===== config.mk =====
export PLATFORM = sky130hd
export DESIGN_NAME = sar_conversion_readout
export DESIGN_NICKNAME = d
export VERILOG_FILES = /design/src/hw/sar_readout_pkg.sv /design/src/hw/sar_register.sv /design/src/hw/sar_conversion_readout.sv
export SDC_FILE = /design/constraint.sdc
export NUM_CORES = 1
export LEC_CHECK = 0
export BUFFER_PORTS_ARGS = -buffer_cell sky130_fd_sc_hd__buf_2
export CELL_PAD_IN_SITES_DETAIL_PLACEMENT = 1
export CELL_PAD_IN_SITES_GLOBAL_PLACEMENT = 1
export CORE_AREA = 10 10 109 72
export DETAILED_ROUTE_END_ITERATION = 16
export DIE_AREA = 0 0 119 82
export GPL_TIMING_DRIVEN = 0
export PLACE_DENSITY = 0.71
export SYNTH_ARGS = -nofsm -noshare
export SYNTH_HDL_FRONTEND = slang
export SYNTH_SLANG_ARGS = --single-unit

===== constraint.sdc =====
create_clock -name clk -period 5.2 [get_ports clk]
set_clock_uncertainty 0.1 [all_clocks]
set_input_delay 1.04 -clock clk [delete_from_list [all_inputs] [get_ports clk]]
set_output_delay 1.04 -clock clk [all_outputs]
set_load 0.02 [all_outputs]

===== src/hw/sar_readout_pkg.sv =====
// Shared constants for the serial conversion readout block
package sar_readout_pkg;
    localparam int RESULT_BITS = 16;
    localparam logic [4:0] ACQ_LAST_FALL = 5'h04;
    localparam logic [4:0] MSB_INDEX = 5'h0f;
    localparam logic [4:0] LSB_INDEX = 5'h00;
    localparam logic [4:0] REPEAT_FIRST = 5'h01;
    localparam logic [4:0] REPEAT_END = 5'h10;
    localparam logic [4:0] INDEX_ZERO = 5'h00;
    localparam logic [RESULT_BITS-1:0] TRIAL_START = 16'h8000;
    localparam logic [RESULT_BITS-1:0] CODE_ZERO = 16'h0000;
    localparam int MIN_CYCLE_CLOCKS = 22;
    localparam real CONV_CLK_MIN_KHZ = 24.0;
    localparam real CONV_CLK_MAX_MHZ = 6.0;

    typedef enum logic [2:0] {
        st_idle = 3'h0,
        st_acquire = 3'h1,
        st_null = 3'h3,
        st_convert = 3'h2,
        st_repeat = 3'h6,
        st_done = 3'h7
    } cycle_state_e;
endpackage


===== src/hw/sar_register.sv =====
// Successive approximation register with trial code for the capacitor DAC
`timescale 1ns/1ps
module sar_register
    import sar_readout_pkg::*;
(
    input wire logic clk,
    input wire logic rstn,
    input wire logic start,
    input wire logic step,
    input wire logic cmp_high,
    output logic [RESULT_BITS-1:0] trial_code
);
    logic [RESULT_BITS-1:0] mask;
    logic [RESULT_BITS-1:0] next_code;

    // Keep the trial bit when the input is above it, then try the next bit down
    assign next_code = (cmp_high ? trial_code : (trial_code & ~mask)) | (mask >> 1);

    always_ff @(posedge clk or negedge rstn) begin
        if (!rstn) begin
            trial_code <= CODE_ZERO;
            mask <= CODE_ZERO;
        end else if (start) begin
            trial_code <= TRIAL_START;
            mask <= TRIAL_START;
        end else if (step && (mask != CODE_ZERO)) begin
            trial_code <= next_code;
            mask <= mask >> 1;
        end
    end
endmodule


===== src/hw/sar_conversion_readout.sv =====
// Conversion cycle sequencer and serial result readout
`timescale 1ns/1ps
module sar_conversion_readout
    import sar_readout_pkg::*;
(
    input wire logic clk,
    input wire logic rstn,
    input wire logic select_or_powerdown_n,
    input wire logic conversion_shift_clock,
    input wire logic cmp_high,
    output logic dout,
    output logic dout_oe_n,
    output logic sample_on,
    output logic input_isolate,
    output logic trim_reload,
    output logic [RESULT_BITS-1:0] dac_code
);
    // ************************************************************
    // Edge detection and decode
    // ************************************************************
    cycle_state_e state;
    cycle_state_e next_state;
    logic sclk_prev;
    logic sel_prev;
    logic [4:0] index;
    logic [4:0] next_index;
    logic next_dout;
    logic next_oe_n;
    wire sclk_fall = sclk_prev & ~conversion_shift_clock;
    wire sel_fall = sel_prev & ~select_or_powerdown_n;
    wire sel_high = select_or_powerdown_n;
    wire acq_end = sclk_fall && (state == st_acquire) && (index == ACQ_LAST_FALL);
    wire msb_step = (index == MSB_INDEX);
    wire sar_step = sclk_fall && ((state == st_null) || (state == st_convert));
    // Offset binary from the DAC becomes two's complement by flipping the top bit
    wire [RESULT_BITS-1:0] result_tc = {~dac_code[RESULT_BITS-1], dac_code[RESULT_BITS-2:0]};
    wire live_bit = msb_step ? ~cmp_high : cmp_high;
    wire repeat_bit = result_tc[index[3:0]];

    assign sample_on = (state == st_acquire);
    assign input_isolate = (state == st_null) || (state == st_convert);

    sar_register u_sar (
        .clk(clk),
        .rstn(rstn),
        .start(acq_end),
        .step(sar_step),
        .cmp_high(cmp_high),
        .trial_code(dac_code)
    );

    // ************************************************************
    // Cycle sequencing
    // ************************************************************
    always_comb begin
        next_state = state;
        next_index = index;
        next_dout = dout;
        next_oe_n = dout_oe_n;
        if (sel_high) begin
            // Raising select ends the cycle at once, mid-word or not
            next_state = st_idle;
            next_oe_n = 1'b1;
            next_dout = 1'b0;
        end else if (sel_fall || state == st_idle) begin
            next_state = st_acquire;
            next_index = INDEX_ZERO;
        end else if (sclk_fall) begin
            unique case (state)
                st_acquire: begin
                    if (index == ACQ_LAST_FALL) begin
                        next_state = st_null;
                        next_oe_n = 1'b0;
                        next_dout = 1'b0;
                        next_index = MSB_INDEX;
                    end else begin
                        next_index = index + 5'h01;
                    end
                end
                st_null, st_convert: begin
                    next_dout = live_bit;
                    if (index == LSB_INDEX) begin
                        next_state = st_repeat;
                        next_index = REPEAT_FIRST;
                    end else begin
                        next_state = st_convert;
                        next_index = index - 5'h01;
                    end
                end
                st_repeat: begin
                    if (index == REPEAT_END) begin
                        next_state = st_done;
                        next_oe_n = 1'b1;
                        next_dout = 1'b0;
                    end else begin
                        next_dout = repeat_bit;
                        next_index = index + 5'h01;
                    end
                end
                st_done: next_state = st_done;
                st_idle: next_state = st_acquire;
            endcase
        end
    end

    always_ff @(posedge clk or negedge rstn) begin
        if (!rstn) begin
            state <= st_idle;
            index <= INDEX_ZERO;
            dout <= 1'b0;
            dout_oe_n <= 1'b1;
            trim_reload <= 1'b0;
            sclk_prev <= 1'b0;
            sel_prev <= 1'b1;
        end else begin
            state <= next_state;
            index <= next_index;
            dout <= next_dout;
            dout_oe_n <= next_oe_n;
            trim_reload <= acq_end && !sel_high;
            sclk_prev <= conversion_shift_clock;
            sel_prev <= select_or_powerdown_n;
        end
    end

    // ************************************************************
    // Assertions
    // ************************************************************
    property p_acq_to_null;
        @(posedge clk) disable iff (!rstn)
        (acq_end && !sel_high) |=> (state == st_null) && !dout_oe_n && !dout;
    endproperty
    a_acq_to_null: assert property (p_acq_to_null) else $error("null bit missing");

    property p_trim_after_acq;
        @(posedge clk) disable iff (!rstn)
        trim_reload |-> ($past(state) == st_acquire) && (state == st_null);
    endproperty
    a_trim_after_acq: assert property (p_trim_after_acq) else $error("trim reload misplaced");

    property p_sel_start;
        @(posedge clk) disable iff (!rstn)
        sel_fall |=> (state == st_acquire) && sample_on && dout_oe_n;
    endproperty
    a_sel_start: assert property (p_sel_start) else $error("select fall did not start");

    property p_sel_release;
        @(posedge clk) disable iff (!rstn)
        sel_high |=> dout_oe_n && (state == st_idle);
    endproperty
    a_sel_release: assert property (p_sel_release) else $error("output not released");

    property p_isolate;
        @(posedge clk) disable iff (!rstn)
        !(sample_on && input_isolate);
    endproperty
    a_isolate: assert property (p_isolate) else $error("input sampled while isolated");

    property p_msb_first;
        @(posedge clk) disable iff (!rstn)
        (sclk_fall && state == st_null && !sel_high) |=> (dout == ~$past(cmp_high)) && !dout_oe_n;
    endproperty
    a_msb_first: assert property (p_msb_first) else $error("msb not current result");

    property p_repeat_bits;
        @(posedge clk) disable iff (!rstn)
        (sclk_fall && state == st_repeat && index != REPEAT_END && !sel_high)
            |=> dout == $past(repeat_bit);
    endproperty
    a_repeat_bits: assert property (p_repeat_bits) else $error("lsb first repeat wrong");

    property p_done_quiet;
        @(posedge clk) disable iff (!rstn)
        (state == st_done && !sel_high) |=> dout_oe_n && (state == st_done || state == st_idle);
    endproperty
    a_done_quiet: assert property (p_done_quiet) else $error("clocks not ignored");

    property p_acq_five;
        @(posedge clk) disable iff (!rstn)
        (state == st_acquire && sclk_fall && index < ACQ_LAST_FALL && !sel_high)
            |=> state == st_acquire;
    endproperty
    a_acq_five: assert property (p_acq_five) else $error("acquisition cut short");

    // The trim pulse and the midscale trial code come from the same fall, so they must line up
    property p_trim_code;
        @(posedge clk) disable iff (!rstn)
        trim_reload |-> (dac_code == TRIAL_START) && input_isolate && !sample_on;
    endproperty
    a_trim_code: assert property (p_trim_code) else $error("trial code not at midscale");

    property p_released_low;
        @(posedge clk) disable iff (!rstn)
        dout_oe_n |-> !dout;
    endproperty
    a_released_low: assert property (p_released_low) else $error("data driven while off");

    property p_idle_quiet;
        @(posedge clk) disable iff (!rstn)
        (state == st_idle) |-> dout_oe_n && !sample_on && !input_isolate;
    endproperty
    a_idle_quiet: assert property (p_idle_quiet) else $error("idle not quiet");

    property p_convert_count;
        @(posedge clk) disable iff (!rstn)
        (sclk_fall && state == st_convert && index != LSB_INDEX && !sel_high)
            |=> (state == st_convert) && (index == $past(index) - 5'h01);
    endproperty
    a_convert_count: assert property (p_convert_count) else $error("bit count skipped");

    // Leaving the last result bit must hand over to the repeat word with the pins still driven
    property p_enter_repeat;
        @(posedge clk) disable iff (!rstn)
        (sar_step && index == LSB_INDEX && !sel_high)
            |=> (state == st_repeat) && !dout_oe_n && !input_isolate;
    endproperty
    a_enter_repeat: assert property (p_enter_repeat) else $error("repeat word not entered");
endmodule


* Word level (Yosys, flattened, before mapping)
Index checks and enable logic that the tools add are counted.
** Storage, ports and cells
- Flip-flop bits (word level) :: 45
- Bits of input ports :: 5
- Output and inout port bits :: 21
** Operators by class
- Add/sub/neg operators :: 2
- $lt $le $gt $ge :: 1
- Equal/unequal tests :: 14
- Mux-type cells :: 32
- Bitwise logic cells :: 9
- Reductions and logical operators :: 23
** Operators by type and width (count)
- 16-bit 2-to-1 mux :: 5
- 5-bit 2-to-1 mux :: 5
- 3-bit 2-to-1 mux :: 6
- 16-bit AND :: 1
- 16-bit inverter :: 1
- 16-bit by 15-bit bitwise OR with 16-bit output :: 1
- 16-bit nonzero test :: 1
- 3-bit case mux with 5 select lines :: 1
- 5-bit case mux with 3 select lines :: 1
- 1-bit 2-to-1 mux :: 11
- 4-bit AND reduction :: 2
- 4-bit nonzero test :: 2
- 3-bit by 2-bit == test with 1-bit output (second input constant) :: 2
- 3-bit == test (second input constant) :: 2
- 3-bit inequality test (second input constant) :: 2
- 2-bit nonzero test :: 3
- 3-bit nonzero test :: 2
- 5-bit by 1-bit adder with 5-bit output (second input constant) :: 1
- 5-bit by 3-bit == test with 1-bit output (second input constant) :: 1
- 5-bit by 4-bit == test with 1-bit output (second input constant) :: 1
- 5-bit == test (second input constant) :: 1
- 1-bit logical AND :: 5
- 5-bit logical NOT :: 1
- 4-bit by 5-bit less-than comparator with 1-bit output (second input constant) :: 1
- other kinds (17) :: 22

* Depth between registers and ports, before layout
- Depth after elaboration :: 8
- Mapped depth :: 9
- Gate-level depth less buffers :: 7

* By module
From an unflattened synthesis, not the netlist that was laid out.
** Second synthesis, totals
- Cell total of the unflattened synthesis :: 259
- Area, all modules :: 2548.7 um2
** Modules (own cells, without submodules)
- sar_register :: times used 1, cells each 132, area each 1366.3 um2, sequential area each 800.8 um2
- sar_conversion_readout :: times used 1, cells each 127, area each 1182.4 um2, sequential area each 327.8 um2

* Least setup slack after synthesis
OpenSTA, ideal clock, no wires.
- Kind :: input to register
- From :: input port conversion_shift_clock
- To :: register dout
- Arrival :: 2.251 ns
- Data required time :: 5.024 ns
- Setup slack :: 2.773 ns
- Stages :: 4
- Path buffers :: 0
- Cell sequence :: nand2b_1 -> or4_1 -> or4_1 -> o21ai_1
** Between the ends
- Cells in the longest elaborated chain, start to end :: 4
** RTL lines
- from (decl) :: RTL line sar_conversion_readout.sv:9 : input wire logic conversion_shift_clock,
- 1-bit inverter :: RTL line sar_conversion_readout.sv:29 : wire sclk_fall = sclk_prev & ~conversion_shift_clock;
- 1-bit AND :: RTL line sar_conversion_readout.sv:29
- 2-bit nonzero test (no line)
- 4-bit AND reduction (no line)
- to (signal assigned) :: RTL line sar_conversion_readout.sv:118 : dout <= next_dout;
- to (decl) :: RTL line sar_conversion_readout.sv:11 : output logic dout,
Every way passes these cells.
A chain may end at the register's enable or synchronous reset.

* Worst setup path in the final report
- From :: register index[0]
- To :: register index[4]
** Between the ends
- Cells in the longest elaborated chain, start to end :: 5
** RTL lines
- from (decl) :: RTL line sar_conversion_readout.sv:25 : logic [4:0] index;
- from (signal assigned) :: RTL line sar_conversion_readout.sv:117 : index <= next_index;
- 5-bit by 1-bit adder with 5-bit output, or another cell as far along :: RTL line sar_conversion_readout.sv:77, sar_conversion_readout.sv:97
- 5-bit 2-to-1 mux, on equally long branches :: RTL line sar_conversion_readout.sv:91, sar_conversion_readout.sv:71, sar_conversion_readout.sv:82
- 5-bit case mux with 3 select lines :: RTL line sar_conversion_readout.sv:69 : unique case (state)
- 5-bit 2-to-1 mux :: RTL line sar_conversion_readout.sv:68 : end else if (sclk_fall) begin
- 5-bit 2-to-1 mux :: RTL line sar_conversion_readout.sv:65 : end else if (sel_fall || state == st_idle) begin
Parallel ways exist; a longest one is shown, timed or not. The select of a mux whose other input is x is not followed.

==> flow_metrics.py <==
metrics = {
    "detailed_routing": {
        "drtIter0Drc": 108,
        "ant_nets": 0,
        "dr.max_layer_used": "met4",
        "first_pass_iters": 4,
        "wl_met2_mm": 2.55,
        "dr_wl_met3_um": 374,
        "drc": 0,
        "wl_met1_mm": 3.73,
        "finalWirelength_mm": 6.68,
        "vias": 1877,
        "via_per_inst": 5.64,
        "wl_per_cell_um": 20.1,
    },
    "power": {
        "powerDensity_nw_per_um2": 252,
        "leakage_uw": 0.00119,
        "max-vdd-ir-drop_v": 0.000119,
    },
    "sta": {
        "slew_headroom_pct": 30.3,
        "worst_pin_slew_ns": 1.05,
        "finalMaxSlewViolations": 0,
        "finalCriticalPeriod_ns": 2.69,
        "period_share_pct": 51.8,
        "setup_viol_count_final": 0,
        "fmax_mhz": 371,
        "rsz0062_at_grt": "false",
        "fin_setup_tns_ns": 0,
        "hold_viol": 0,
    },
    "synthesis": {
        "synth_top_area_share_pct": 47.2,
        "synth_edf_count": 0,
        "syn_avg_cell_area_sq_um": 10.5,
        "postSynth.asyncResetShare_pct": 100,
        "synth_top_cell_by_area": "dfrtp_1",
        "yosysMostFrequentCell": "dfrtp_1",
        "synthCells": 217,
        "ys_seq_elements": 45,
        "synth_area_sq_um": 2280,
        "synth_nets": 226,
        "yosys_warnings": 0,
        "synth_top_cells_by_count": "dfrtp_1 (43), nand2_1 (27), a22o_1 (15), a32o_1 (15), nor2_1 (10)",
        "synthFlopType": "dfrtp_1",
        "yosys-top-cells-area": "dfrtp_1 (47%), a32o_1 (6.6%), a22o_1 (5.8%)",
        "seq_area_frac_synth_pct": 49.5,
        "yosysUniqueCellTypes": 48,
    },
    "floorplan": {
        "rows": 22,
        "die_h_um": 82,
        "core_area_sq_um": 5890,
        "num_io_pins": 26,
        "start_util_pct": 38.7,
        "dieArea_sq_um": 9760,
        "die_x_um": 119,
    },
    "layout": {
        "drive_gt1_share_pct": 20.5,
        "antennaDiodeCount": 0,
        "fin_cells": 333,
        "fin_nets": 258,
        "syn_to_final_growth_pct": 14.6,
    },
    "cts": {
        "hold_buffers": 0,
        "clk_latency_ns": 0.30,
        "path_clk_slew_ns": 0.09,
        "post_cts_resized": 0,
        "cts_root_buf": "clkbuf_8",
        "postCtsSetupRepairBufs": 0,
        "cts.sinks": 45,
        "cts_buffer_depth": 2,
        "htree_levels": 2,
        "cts_buffers": 5,
        "cts_tree": "yes",
    },
    "worst_setup_path": {
        "r2r-start": "index[0]$_DFFE_PN0P_",
        "worstPathRequired_ns": 5.34,
        "end_kind": "flip-flop",
        "path_cells": "buf_2 -> inv_1 -> ha_1 -> and4bb_1 -> a2111oi_2 -> nor2b_1 -> a32o_1",
        "crit_path_start_kind": "flip-flop",
        "worst_ep_arrival_time_ns": 2.83,
        "cp_max_fo": 10,
        "cp.buffers_inverters": 2,
        "critPathTopFamily": "compound AO/OA/AOI/OAI gates",
        "slowest_stage": "a2111oi_2",
        "cpPeakStageDelay_ns": 0.53,
        "crit_start": "index[0]$_DFFE_PN0P_",
        "path_class": "flip-flop to flip-flop",
    },
    "placed_design": {
        "gp_congestion": 0.811,
        "dp_hpwl_mm": 4.87,
        "dp.cells": 326,
        "io_buffers": 25,
    },
    "flow_run": {
        "drv_cap": 0,
    },
    "hold_path": {
        "worst_hold_startpoint": "u_sar.trial_code[15]$_DFFE_PN0P_",
        "hold_path_class": "flip-flop to flip-flop",
    },
    "grt": {
        "grt_use_total_pct": 14.2,
        "antenna_found_initial": 0,
        "grt_pass1_wl_mm": 11.0,
        "grt_max_degree": 46,
        "grt_pass1_vias": 1984,
        "grt-ovfl-total": 0,
    },
    "run_status": {
        "outcome": "completed",
    },
}
==> logic make-up (layout without fill, tap and decap cells) <==
group	Yosys count	after routing	share of synthesized area (%)
AO/OA/AOI/OAI	60	60	21.2
XOR/XNOR	3	3	1.15
AND/OR/NAND/NOR	77	77	18.3
multiplexers	8	8	4.06
adder cells (fa/ha/maj)	4	4	2.19
buffers and inverters	20	52	3.68
flip-flops	45	45	49.5
==> flip-flops by register name (all words and copies together) (netlist names) <==
| name | count |
|---|---|
| u_sar.mask | 16 |
| trim_reload | 1 |
| sclk_prev | 1 |
| sel_prev | 1 |
| state | 3 |
| dout_oe_n | 1 |
| index | 5 |
| dout | 1 |
| u_sar.trial_code | 16 |
==> cell type report <==
class                           count  area, sq um
Multi-Input combinational cell    152         1070
Tap cell                           84          105
Inverter                           11         41.3
Sequential cell                    45         1130
Buffer                              9         42.5
Fill cell                         698         3280
Timing Repair Buffer               25          125
Clock buffer                        5         68.8
Clock inverter                      2         35.0
==> cell usage in the layout, fill, tap and decap left out, types with 2 or more instances in the layout <==
master,instances
clkbuf_8,5
nor2_2,2
and4_1,2
o221ai_1,2
a21oi_1,8
o21ai_0,5
inv_1,8
nor3_1,4
nand3_1,3
a21o_1,2
and3_1,2
nand3b_1,2
clkbuf_1,2
nand2_1,27
inv_2,3
buf_2,32
mux2i_1,7
a31oi_1,2
nor4_1,5
nor2_1,10
o21ai_1,3
xnor2_1,3
nor2b_1,3
nand2b_1,5
or4_1,2
a22o_1,15
dfrtp_1,43
dfstp_2,2
a32o_1,15
ha_1,4
==> final timing paths <==
path	slack, ns	cells past startpoint	end
setup reg to reg	2.51	7	index[4]$_DFFE_PN0P_
min in group asynchronous	0.81	1	index[2]$_DFFE_PN0P_
setup / recovery	2.51	7	index[4]$_DFFE_PN0P_
hold reg to reg	0.42	1	u_sar.trial_code[15]$_DFFE_PN0P_
hold / removal	0.42	1	u_sar.trial_code[15]$_DFFE_PN0P_
max in group asynchronous	3.53	1	state[1]$_DFFE_PN0P_
==> power breakdown <==
part	switching, uW	total (uW)	internal, uW	leakage (uW)
sequential	2.60	355	352	0.000617
combinational	26.4	38.1	11.8	0.000515
clock	125	265	140	0.0000540
total	154	658	504	0.00119
==> routing by layer <==
metal / vias up / global-route usage (%)
met4: 0 / 2.91
met3: 2 / 4.18
met5: - / 0
li1: 882 / -
met1: 949 / 21.4
met2: 44 / 19.1
==> stage by stage <==
stage | hold WS [ns] | util, % | total power (uW) | worst slack [ns] | instance area, sq um
after floorplan | 0.389 | - | 383 | 2.77 | 2280
after global placement | 0.391 | 42.6 | 399 | 2.47 | 2510
after detailed placement | 0.406 | 42.6 | 401 | 2.47 | 2510
after CTS | 0.428 | 44.4 | 663 | 2.49 | 2620
after global routing | 0.441 | 44.4 | 682 | 2.32 | 2620
final | 0.421 | 44.4 | 658 | 2.51 | 2620
No activity file was read; power rests on OpenSTA's default activity.
